`src/core/evpu_map.vh`:
```
/*
  Constants for the exception vector priority unit: vector layout,
  priority level encoding, relocation window and implemented-source masks.
  Assumes inclusion by the core and sim files; holds definitions and nothing else.
*/
`ifndef EVPU_MAP_VH
`define EVPU_MAP_VH

// Vector numbering
`define EVPU_NUM_VEC        64
`define EVPU_IRQ_COUNT      48
`define EVPU_IRQ_BASE       6'h10
`define EVPU_VEC_SP         6'h00
`define EVPU_VEC_RESET      6'h01
`define EVPU_VEC_NMI        6'h02
`define EVPU_VEC_HARDFAULT  6'h03

// Interrupt lines with a source; zero bits are reserved numbers
`define EVPU_IRQ_IMPL_MASK  48'hE880_31FF_DFBF
// Processor exception vectors 0..15 that exist
`define EVPU_SYS_IMPL_MASK  16'hD87E

// Level code = priority + 3, so reset -3 maps to 0
`define EVPU_LVL_RESET      4'h0
`define EVPU_LVL_NMI        4'h1
`define EVPU_LVL_HARDFAULT  4'h2
`define EVPU_LVL_CFG_BASE   4'h3
`define EVPU_LVL_NONE       4'hF
`define EVPU_PRIO_RESET     3'h0

// Vector table base
`define EVPU_BASE_RESET     32'h0000_0000
`define EVPU_BASE_MIN       32'h0000_0100
`define EVPU_BASE_MAX       32'h3FFF_FF00
`define EVPU_BASE_ALIGN_LSB 8

`endif

```
`src/core/evpu_vec_table.v`:
```
/*
  Vector table store: entry 0 holds the initial stack pointer, entry n the
  handler start address of exception vector n. Registered read port.
  Assumes the caller qualifies writes (privilege) and supplies one clock.
*/
`timescale 1ns/1ns
`default_nettype none

module evpu_vec_table #(
  parameter DEPTH = 64,
  parameter AW    = 6,
  parameter DW    = 32
) (
  // Clock
  input  wire          clk_i,
  // Write port
  input  wire          wr_i,
  input  wire [AW-1:0] wr_idx_i,
  input  wire [DW-1:0] wr_data_i,
  // Read port
  input  wire [AW-1:0] rd_idx_i,
  output reg  [DW-1:0] rd_data_o
);

  reg [DW-1:0] mem [0:DEPTH-1];

  // No reset on the array so it maps onto RAM
  always @(posedge clk_i) begin
    if (wr_i) begin
      mem[wr_idx_i] <= wr_data_i;
    end
    rd_data_o <= mem[rd_idx_i];
  end

endmodule // evpu_vec_table

`default_nettype wire

```
`src/core/evpu_core.v`:
```
/*
  Exception vector priority unit: tracks pending and active exceptions,
  picks the most urgent, decides preemption, forms vector fetch addresses.
  Assumes a single 10 MHz clock, synchronous request inputs and a core
  that acknowledges the offered vector and reports handler returns.
*/
`timescale 1ns/1ns
`default_nettype none
`include "evpu_map.vh"

// What this block does
// RULE1: Interrupt lines 0..47 map to exception vectors 16..63; 0..15 are processor exceptions.
// RULE2: Table entry zero holds initial stack pointer, then one handler address per vector.
// RULE3: Software sets bit zero of every handler address it stores.
// RULE4: Every reset returns the vector table base to address zero.
// RULE5: Base relocation only by privileged writes inside 0x100..0x3FFFFF00.
// RULE6: Software picks a relocated base on a 256-byte boundary.
// RULE7: A smaller priority value is more urgent.
// RULE8: All priorities configurable except reset, hard fault and NMI.
// RULE9: Configurable priorities start at zero after reset.
// RULE10: Configurable levels span 0..7; fixed negative levels always outrank them.
// RULE11: Equal priority ties go to the lowest exception number.
// RULE12: A running handler is preempted only by a strictly more urgent exception.
// RULE13: Equal priority never preempts; the newcomer just stays pending.
// RULE14: Reserved interrupt numbers have no source and no vector.
// RULE15: Reset -3, NMI -2, hard fault -1; NMI can never be masked.
// RULE16: Preemption compares group priority only; subpriority orders pending ones.
// RULE17: Each configurable priority is a three-bit field.
// RULE18: Fetch address is table base plus four times the vector number.
module evpu_core #(
  parameter NUM_VEC = `EVPU_NUM_VEC,
  parameter NUM_IRQ = `EVPU_IRQ_COUNT
) (
  // Clock and reset
  input  wire               clk_i,
  input  wire               resetn_i,
  // Request sources
  input  wire [NUM_IRQ-1:0] irq_i,
  input  wire [15:0]        sys_req_i,
  // Configuration port
  input  wire               cfg_priv_i,
  input  wire               cfg_prio_wr_i,
  input  wire [5:0]         cfg_prio_num_i,
  input  wire [2:0]         cfg_prio_val_i,
  input  wire [1:0]         cfg_sub_bits_i,
  input  wire               cfg_base_wr_i,
  input  wire [31:0]        cfg_base_val_i,
  input  wire               cfg_tbl_wr_i,
  input  wire [5:0]         cfg_tbl_idx_i,
  input  wire [31:0]        cfg_tbl_data_i,
  // Core side
  input  wire               core_ack_i,
  input  wire               core_ret_i,
  input  wire [5:0]         core_ret_num_i,
  output reg                exc_req_o,
  output reg  [5:0]         exc_num_o,
  output reg  [3:0]         exc_level_o,
  output reg  [31:0]        exc_fetch_addr_o,
  output wire [31:0]        exc_handler_o,
  // Status
  output reg  [31:0]        vector_base_offset_reg_o,
  output reg  [NUM_VEC-1:0] pending_o,
  output reg  [NUM_VEC-1:0] active_o,
  output reg                cfg_err_o
);

  ////////////////////////////////////////////////////////////////////////////
  // Helpers

  // Group part of an encoded level; fixed levels are their own group
  function [3:0] evpu_group;
    input [3:0] lvl;
    input [1:0] sub;
    reg   [3:0] d;
    reg   [2:0] p;
    begin
      d = 4'h0;
      p = 3'h0;
      if (lvl < `EVPU_LVL_CFG_BASE || lvl == `EVPU_LVL_NONE) begin
        evpu_group = lvl;
      end else begin
        d = lvl - `EVPU_LVL_CFG_BASE;
        p = d[2:0] >> sub;
        evpu_group = `EVPU_LVL_CFG_BASE + {1'b0, p};
      end
    end
  endfunction

  // True for vectors whose priority software may set
  function evpu_is_cfg;
    input [5:0] num;
    reg   [63:0] impl;
    begin
      impl = {`EVPU_IRQ_IMPL_MASK, `EVPU_SYS_IMPL_MASK};
      evpu_is_cfg = impl[num] && (num > `EVPU_VEC_HARDFAULT);          // RULE8 RULE14
    end
  endfunction

  ////////////////////////////////////////////////////////////////////////////
  // Request sources

  wire [63:0] impl_mask = {`EVPU_IRQ_IMPL_MASK, `EVPU_SYS_IMPL_MASK};
  // Interrupt n lands on vector n + 16; reserved lines are cut off
  wire [63:0] raw_req   = {irq_i, sys_req_i} & impl_mask;              // RULE1 RULE14

  ////////////////////////////////////////////////////////////////////////////
  // Priority store

  reg  [2:0] prio_cfg [0:NUM_VEC-1];
  wire [3:0] lvl      [0:NUM_VEC-1];
  integer    k;

  wire prio_wr_ok = cfg_prio_wr_i && cfg_priv_i && evpu_is_cfg(cfg_prio_num_i);
  wire base_in_range = (cfg_base_val_i >= `EVPU_BASE_MIN) &&
                       (cfg_base_val_i <= `EVPU_BASE_MAX);
  wire base_wr_ok = cfg_base_wr_i && cfg_priv_i && base_in_range;      // RULE5

  always @(posedge clk_i or negedge resetn_i) begin
    if (!resetn_i) begin
      for (k = 0; k < NUM_VEC; k = k + 1) begin
        prio_cfg[k] <= `EVPU_PRIO_RESET;                               // RULE9
      end
    end else if (prio_wr_ok) begin
      // Three-bit field: levels above 7 cannot be written
      prio_cfg[cfg_prio_num_i] <= cfg_prio_val_i;                      // RULE17 RULE10
    end
  end

  genvar g;
  generate
    for (g = 0; g < NUM_VEC; g = g + 1) begin : g_lvl
      if (g == 1) begin : g_rst
        assign lvl[g] = `EVPU_LVL_RESET;                               // RULE15
      end else if (g == 2) begin : g_nmi
        assign lvl[g] = `EVPU_LVL_NMI;                                 // RULE15
      end else if (g == 3) begin : g_hf
        assign lvl[g] = `EVPU_LVL_HARDFAULT;                           // RULE15
      end else begin : g_cfg
        // Negative fixed levels sit below every configurable code
        assign lvl[g] = `EVPU_LVL_CFG_BASE + {1'b0, prio_cfg[g]};      // RULE10 RULE7
      end
    end
  endgenerate

  ////////////////////////////////////////////////////////////////////////////
  // Vector table base and error flag

  always @(posedge clk_i or negedge resetn_i) begin
    if (!resetn_i) begin
      vector_base_offset_reg_o <= `EVPU_BASE_RESET;                    // RULE4
      cfg_err_o                <= 1'b0;
    end else begin
      if (base_wr_ok) begin
        // Low bits dropped so a misaligned base cannot reach the fetch adder
        vector_base_offset_reg_o <= {cfg_base_val_i[31:`EVPU_BASE_ALIGN_LSB],
                                     {`EVPU_BASE_ALIGN_LSB{1'b0}}};    // RULE6
      end
      cfg_err_o <= (cfg_base_wr_i && !base_wr_ok) ||
                   (cfg_prio_wr_i && !prio_wr_ok) ||
                   (cfg_tbl_wr_i && !cfg_priv_i);
    end
  end

  ////////////////////////////////////////////////////////////////////////////
  // Selection of the most urgent pending exception

  reg [5:0] next_num;
  reg [3:0] next_lvl;
  reg       next_found;
  reg [3:0] act_group;
  reg       next_req;
  integer   i;

  always @* begin
    next_num   = 6'h00;
    next_lvl   = `EVPU_LVL_NONE;
    next_found = 1'b0;
    act_group  = `EVPU_LVL_NONE;
    for (i = 0; i < NUM_VEC; i = i + 1) begin
      // Strict compare keeps the lowest number on a tie
      if (pending_o[i] && lvl[i] < next_lvl) begin                     // RULE11 RULE7
        next_num   = i[5:0];
        next_lvl   = lvl[i];
        next_found = 1'b1;
      end
      if (active_o[i] && evpu_group(lvl[i], cfg_sub_bits_i) < act_group) begin
        act_group = evpu_group(lvl[i], cfg_sub_bits_i);                // RULE16
      end
    end
    // Full level orders pending; only group level may preempt
    next_req = next_found &&
               (evpu_group(next_lvl, cfg_sub_bits_i) < act_group);     // RULE12 RULE13 RULE16
  end

  ////////////////////////////////////////////////////////////////////////////
  // Pending and active state

  wire        take    = exc_req_o && core_ack_i;
  wire [63:0] take_oh = take ? ({{63{1'b0}}, 1'b1} << exc_num_o) : 64'h0000_0000_0000_0000;
  wire [63:0] ret_oh  = core_ret_i ? ({{63{1'b0}}, 1'b1} << core_ret_num_i)
                                   : 64'h0000_0000_0000_0000;

  always @(posedge clk_i or negedge resetn_i) begin
    if (!resetn_i) begin
      // Reset exception is offered first after release
      pending_o <= {{62{1'b0}}, 1'b1, 1'b0};
      active_o  <= {NUM_VEC{1'b0}};
    end else begin
      // A request in the clear cycle survives; equal levels wait here
      pending_o <= (pending_o & ~take_oh) | raw_req;                   // RULE13
      active_o  <= (active_o & ~ret_oh) | take_oh;
    end
  end

  ////////////////////////////////////////////////////////////////////////////
  // Offer to the core

  always @(posedge clk_i or negedge resetn_i) begin
    if (!resetn_i) begin
      exc_req_o        <= 1'b0;
      exc_num_o        <= 6'h00;
      exc_level_o      <= `EVPU_LVL_NONE;
      exc_fetch_addr_o <= `EVPU_BASE_RESET;
    end else if (take) begin
      // Drop for a cycle so the selection sees the updated state
      exc_req_o <= 1'b0;
    end else begin
      exc_req_o        <= next_req;
      exc_num_o        <= next_num;
      exc_level_o      <= next_lvl;
      exc_fetch_addr_o <= vector_base_offset_reg_o +
                          {24'h00_0000, next_num, 2'b00};              // RULE18
    end
  end

  ////////////////////////////////////////////////////////////////////////////
  // Vector table

  wire [5:0] tbl_rd_idx = take ? exc_num_o : next_num;

  // Entry 0 is the stack pointer, later entries are handlers
  evpu_vec_table #(
    .DEPTH (NUM_VEC),
    .AW    (6),
    .DW    (32)
  ) u_table (
    .clk_i     (clk_i),
    .wr_i      (cfg_tbl_wr_i && cfg_priv_i),                           // RULE2
    .wr_idx_i  (cfg_tbl_idx_i),
    .wr_data_i (cfg_tbl_data_i),
    .rd_idx_i  (tbl_rd_idx),
    .rd_data_o (exc_handler_o)
  );

endmodule // evpu_core

`default_nettype wire

```
`config.mk`:
```
export PLATFORM = sky130hd
export DESIGN_NAME = evpu_core
export DESIGN_NICKNAME = d
export VERILOG_FILES = /design/src/core/evpu_vec_table.v /design/src/core/evpu_core.v
export VERILOG_INCLUDE_DIRS = /design/src /design/src/core
export SDC_FILE = /design/constraint.sdc
export NUM_CORES = 2
export LEC_CHECK = 0
export BUFFER_PORTS_ARGS = -buffer_cell sky130_fd_sc_hd__buf_2
export CAP_MARGIN = 40
export CORE_MARGIN = 10
export CORE_UTILIZATION = 50
export CTS_CLUSTER_SIZE = 16
export DETAILED_ROUTE_END_ITERATION = 16
export PLACE_DENSITY = 0.67
export SLEW_MARGIN = 40
export SYNTH_ARGS = -nofsm -noshare
export SYNTH_HDL_FRONTEND = slang
export SYNTH_HIERARCHICAL = 1
export SYNTH_SLANG_ARGS = --single-unit
```
`constraint.sdc`:
```
create_clock -name clk_i -period 188 [get_ports clk_i]
set_clock_uncertainty 0.2 [all_clocks]
set_input_delay 37.6 -clock clk_i [delete_from_list [all_inputs] [get_ports clk_i]]
set_output_delay 37.6 -clock clk_i [all_outputs]
set_load 0.02 [all_outputs]
```
==> impl_results.md <==
* Resize count post-CTS at 0
* Clk buf depth at 4
* Die X at 525.9 um
* Largest family of logic cells by synthesized area: compound AO/OA/AOI/OAI gates
* Std cell rows at 185
* Post-CTS Setup Repair Bufs at 0
* Final WL at 381700 um
* Yosys reg bits at 2457
* R2R Path Start: prio_cfg[189]
* Synth Area in Compound Gates at 13.50%
* Xor/xnor cell area share of the yosys netlist at 2.047%
* Hold wc startpoint: exc_fetch_addr_o[12]
* DRC at 0
* RSZ-0062 raised after global routing: false
* Adder-cell share of the synthesized area at 3.795%
* Critical path's slowest cell: o41ai_1
* Net count, final at 11038
* WL/cell at 27.10 um
* Period utilization at 63.67%
* Core Region at 0.2544 sq mm
* CP Class: in2reg
* Post-Synth Simple-Gate Area at 9.689%
* Syn. warnings at 6
* Vias per Instance at 6.389
* Critical Path Max Stage Delay at 0.76 ns
* Cts hold-fix bufs at 0
* Sequential fraction of the synthesis area at 55.95%
* Die area at 0.2765 sq mm
* First-pass GRT wire length at 563400 um
* GP Congestion at 0.9314
* CTS sink count at 2457
* Post-Syn Instances at 10349
* Number of I/O port buffers at 360
* EDFF count, synth at 2048
* CTS tree: done
* DR vias at 89964
* Worst-path maximum fanout at 44
* Initial antenna violation count at 34
* Max-slew violations at 0
* Global Route Usage Sum at 26.61%
* DRT Pass-1 Iters at 6
* Met3 Usage GRT at 4.986%
* Max_slew headroom at 40.00%
* Critical Path AT at 120.22 ns
* CP dominant cell by count: ha_1
* Cell class contributing the biggest share of worst-path delay: compound AO/OA/AOI/OAI gates
* Die Y-Extent at 525.9 um
* H-tree levels at 5
* Post-DP HPWL at 253200 um
* Worst hold endpoint: exc_fetch_addr_o[12]
* Flop2flop setup slack at 89.66 ns
* Post-synthesis mux area share at 11.35%
* Most common cell after layout, fill and taps aside: edfxtp_1
* Syn avg cell area at 12.36 sq um
* Outcome: complete, no violations
* Final setup vio count at 0
* CTS root buf: clkbuf_16
* Layout filler cell count at 20394
* Min Tclk post-route at 119.70 ns
* Worst hold path type: reg2reg
* Number of antenna-violating nets in the routed design at 0
* Hold path depth at 2
* M2 GR Usage at 43.42%
* Synth cell types at 137
* Multi-input logic area at 0.05237 sq mm
* Setup_tns at 0 ns
* Final Hold Viols at 0
* R2R cell count at 412
* Startpoint Class: input port
* Initial core utilization at 50.29%
* Met1 GRT Util at 35.67%
* Synth-to-Final Area Change at 10.64%
* Clk slew on worst S/H paths at 0.06 ns
* GR peak layer: met2
* Async set or reset register ratio after synthesis at 15.34%
* Vias in the first global route at 87316
* Crit end category: flop
* Worst endpoint required time at 188.51 ns
* Share of layout cells above drive strength 1 at 16.01%
* Remaining Overflow, GRT at 0
* DR iter-0 viols at 9605
* Area of the mapped netlist at 0.1279 sq mm
* Max Fclk at 8.354 MHz
* Num ports at 395
* Worst R2R End: u_table/rd_data_o[23]
* # Max-Cap Violations at 0
* Pin count of the biggest net entering global routing at 134
* Dominant synthesized flop cell: edfxtp_1
* CP bufs+invs at 30
* Critical Path Start: cfg_sub_bits_i[1]
* Number of buffers created by CTS at 278
* Worst Tran Pin Value at 0.9000 ns
* Total area of sequential cells at 0.07158 sq mm
* Most frequent cells in the layout: edfxtp_1 (2048), nand2_1 (1169), o21ai_0 (681), nor2_1 (458), a21oi_1 (452)
* Worst-skew pair later-pin latency at 0.88 ns
-- sequential cells by signal, indices dropped and copies added (netlist names) --
name	cells
prio_cfg	183
cfg_err_o	1
exc_level_o	4
pending_o	64
exc_fetch_addr_o	30
exc_req_o	1
vector_base_offset_reg_o	24
u_table/rd_data_o	32
u_table/mem	2048
exc_num_o	6
active_o	64
-- cell type report --
type	instances	area share, %
flip-flops and latches	2457	50.57
multi-input cells	6858	37.00
clock buffers	345	5.172
well taps	3366	2.975
repair buffers	519	2.321
inverters	393	1.044
clock inverters	131	0.8998
diodes	13	0.02298
-- cells in the mapped netlist, types with 111 or more instances --
library cell,count,area [sq um]
mux2_2,117,1318
and2_1,111,694.4
inv_1,393,1475
a22oi_1,207,1554
a21oi_1,452,2262
o21ai_0,682,3413
a31oi_1,124,775.7
nand2b_1,150,938.4
o21a_1,146,1096
dfrtp_1,372,9309
mux4_2,446,10040
mux2i_1,308,3083
ha_1,372,4654
nand3_1,231,1156
clkbuf_1,412,1546
a21o_1,162,1216
nand2_1,1173,4403
nor2_1,536,2012
edfxtp_1,2048,61500
xnor2_1,242,2120
-- logic make-up after synthesis --
kind of cell / count (synthesis)
compound gates: 2597
fa+ha+maj: 392
mux: 877
simple gates: 2683
buf+inv: 1043
flops: 2457
other cells: 1
xor+xnor: 299
-- through the flow --
step                      hold WS (ns)  utilization (%)  instances  area (sq um)  setup slack (ns)
after floorplan                 0.3086                -      10358        128000             78.75
after global placement          0.2442            52.10      13583        132500             72.70
after detailed placement        0.2541            52.22      13591        132900             69.19
after CTS                       0.2674            55.60      14067        141400             69.69
after global routing            0.2849            55.64      14074        141500             60.75
final                           0.2624            55.64      14082        141600             68.30
-- metal layers --
layer	part of all wire, %	vias up
met1	39	45236
li1	-	39764
met3	9.3	658
met5	0.028	-
met4	4.1	18
met2	47	4288
-- worst register-to-register path, delay by kind of cell (launching register included) --
family / cells / cell delay [ns]
DFF: 1 / 0.61
and+or+nand+nor: 140 / 24.30
muxes: 27 / 10.01
AOI/OAI and AO/OA: 169 / 42.38
adders and majority gates: 59 / 17.26
buffers and inverters: 17 / 3.37
-- worst max path at each step --
stage / endpoint / slack [ns] / cells past startpoint
finish: exc_req_o / 68.30 / 370
global route: exc_req_o / 60.75 / 371
detailed placement: exc_req_o / 69.19 / 370
floorplan: exc_req_o / 78.75 / 378
CTS: exc_req_o / 69.69 / 370
global placement: exc_req_o / 72.70 / 367
Power is left out: the tool's default activity adds up to more than one toggle a clock period on the data nets, which glitch-free logic cannot reach.
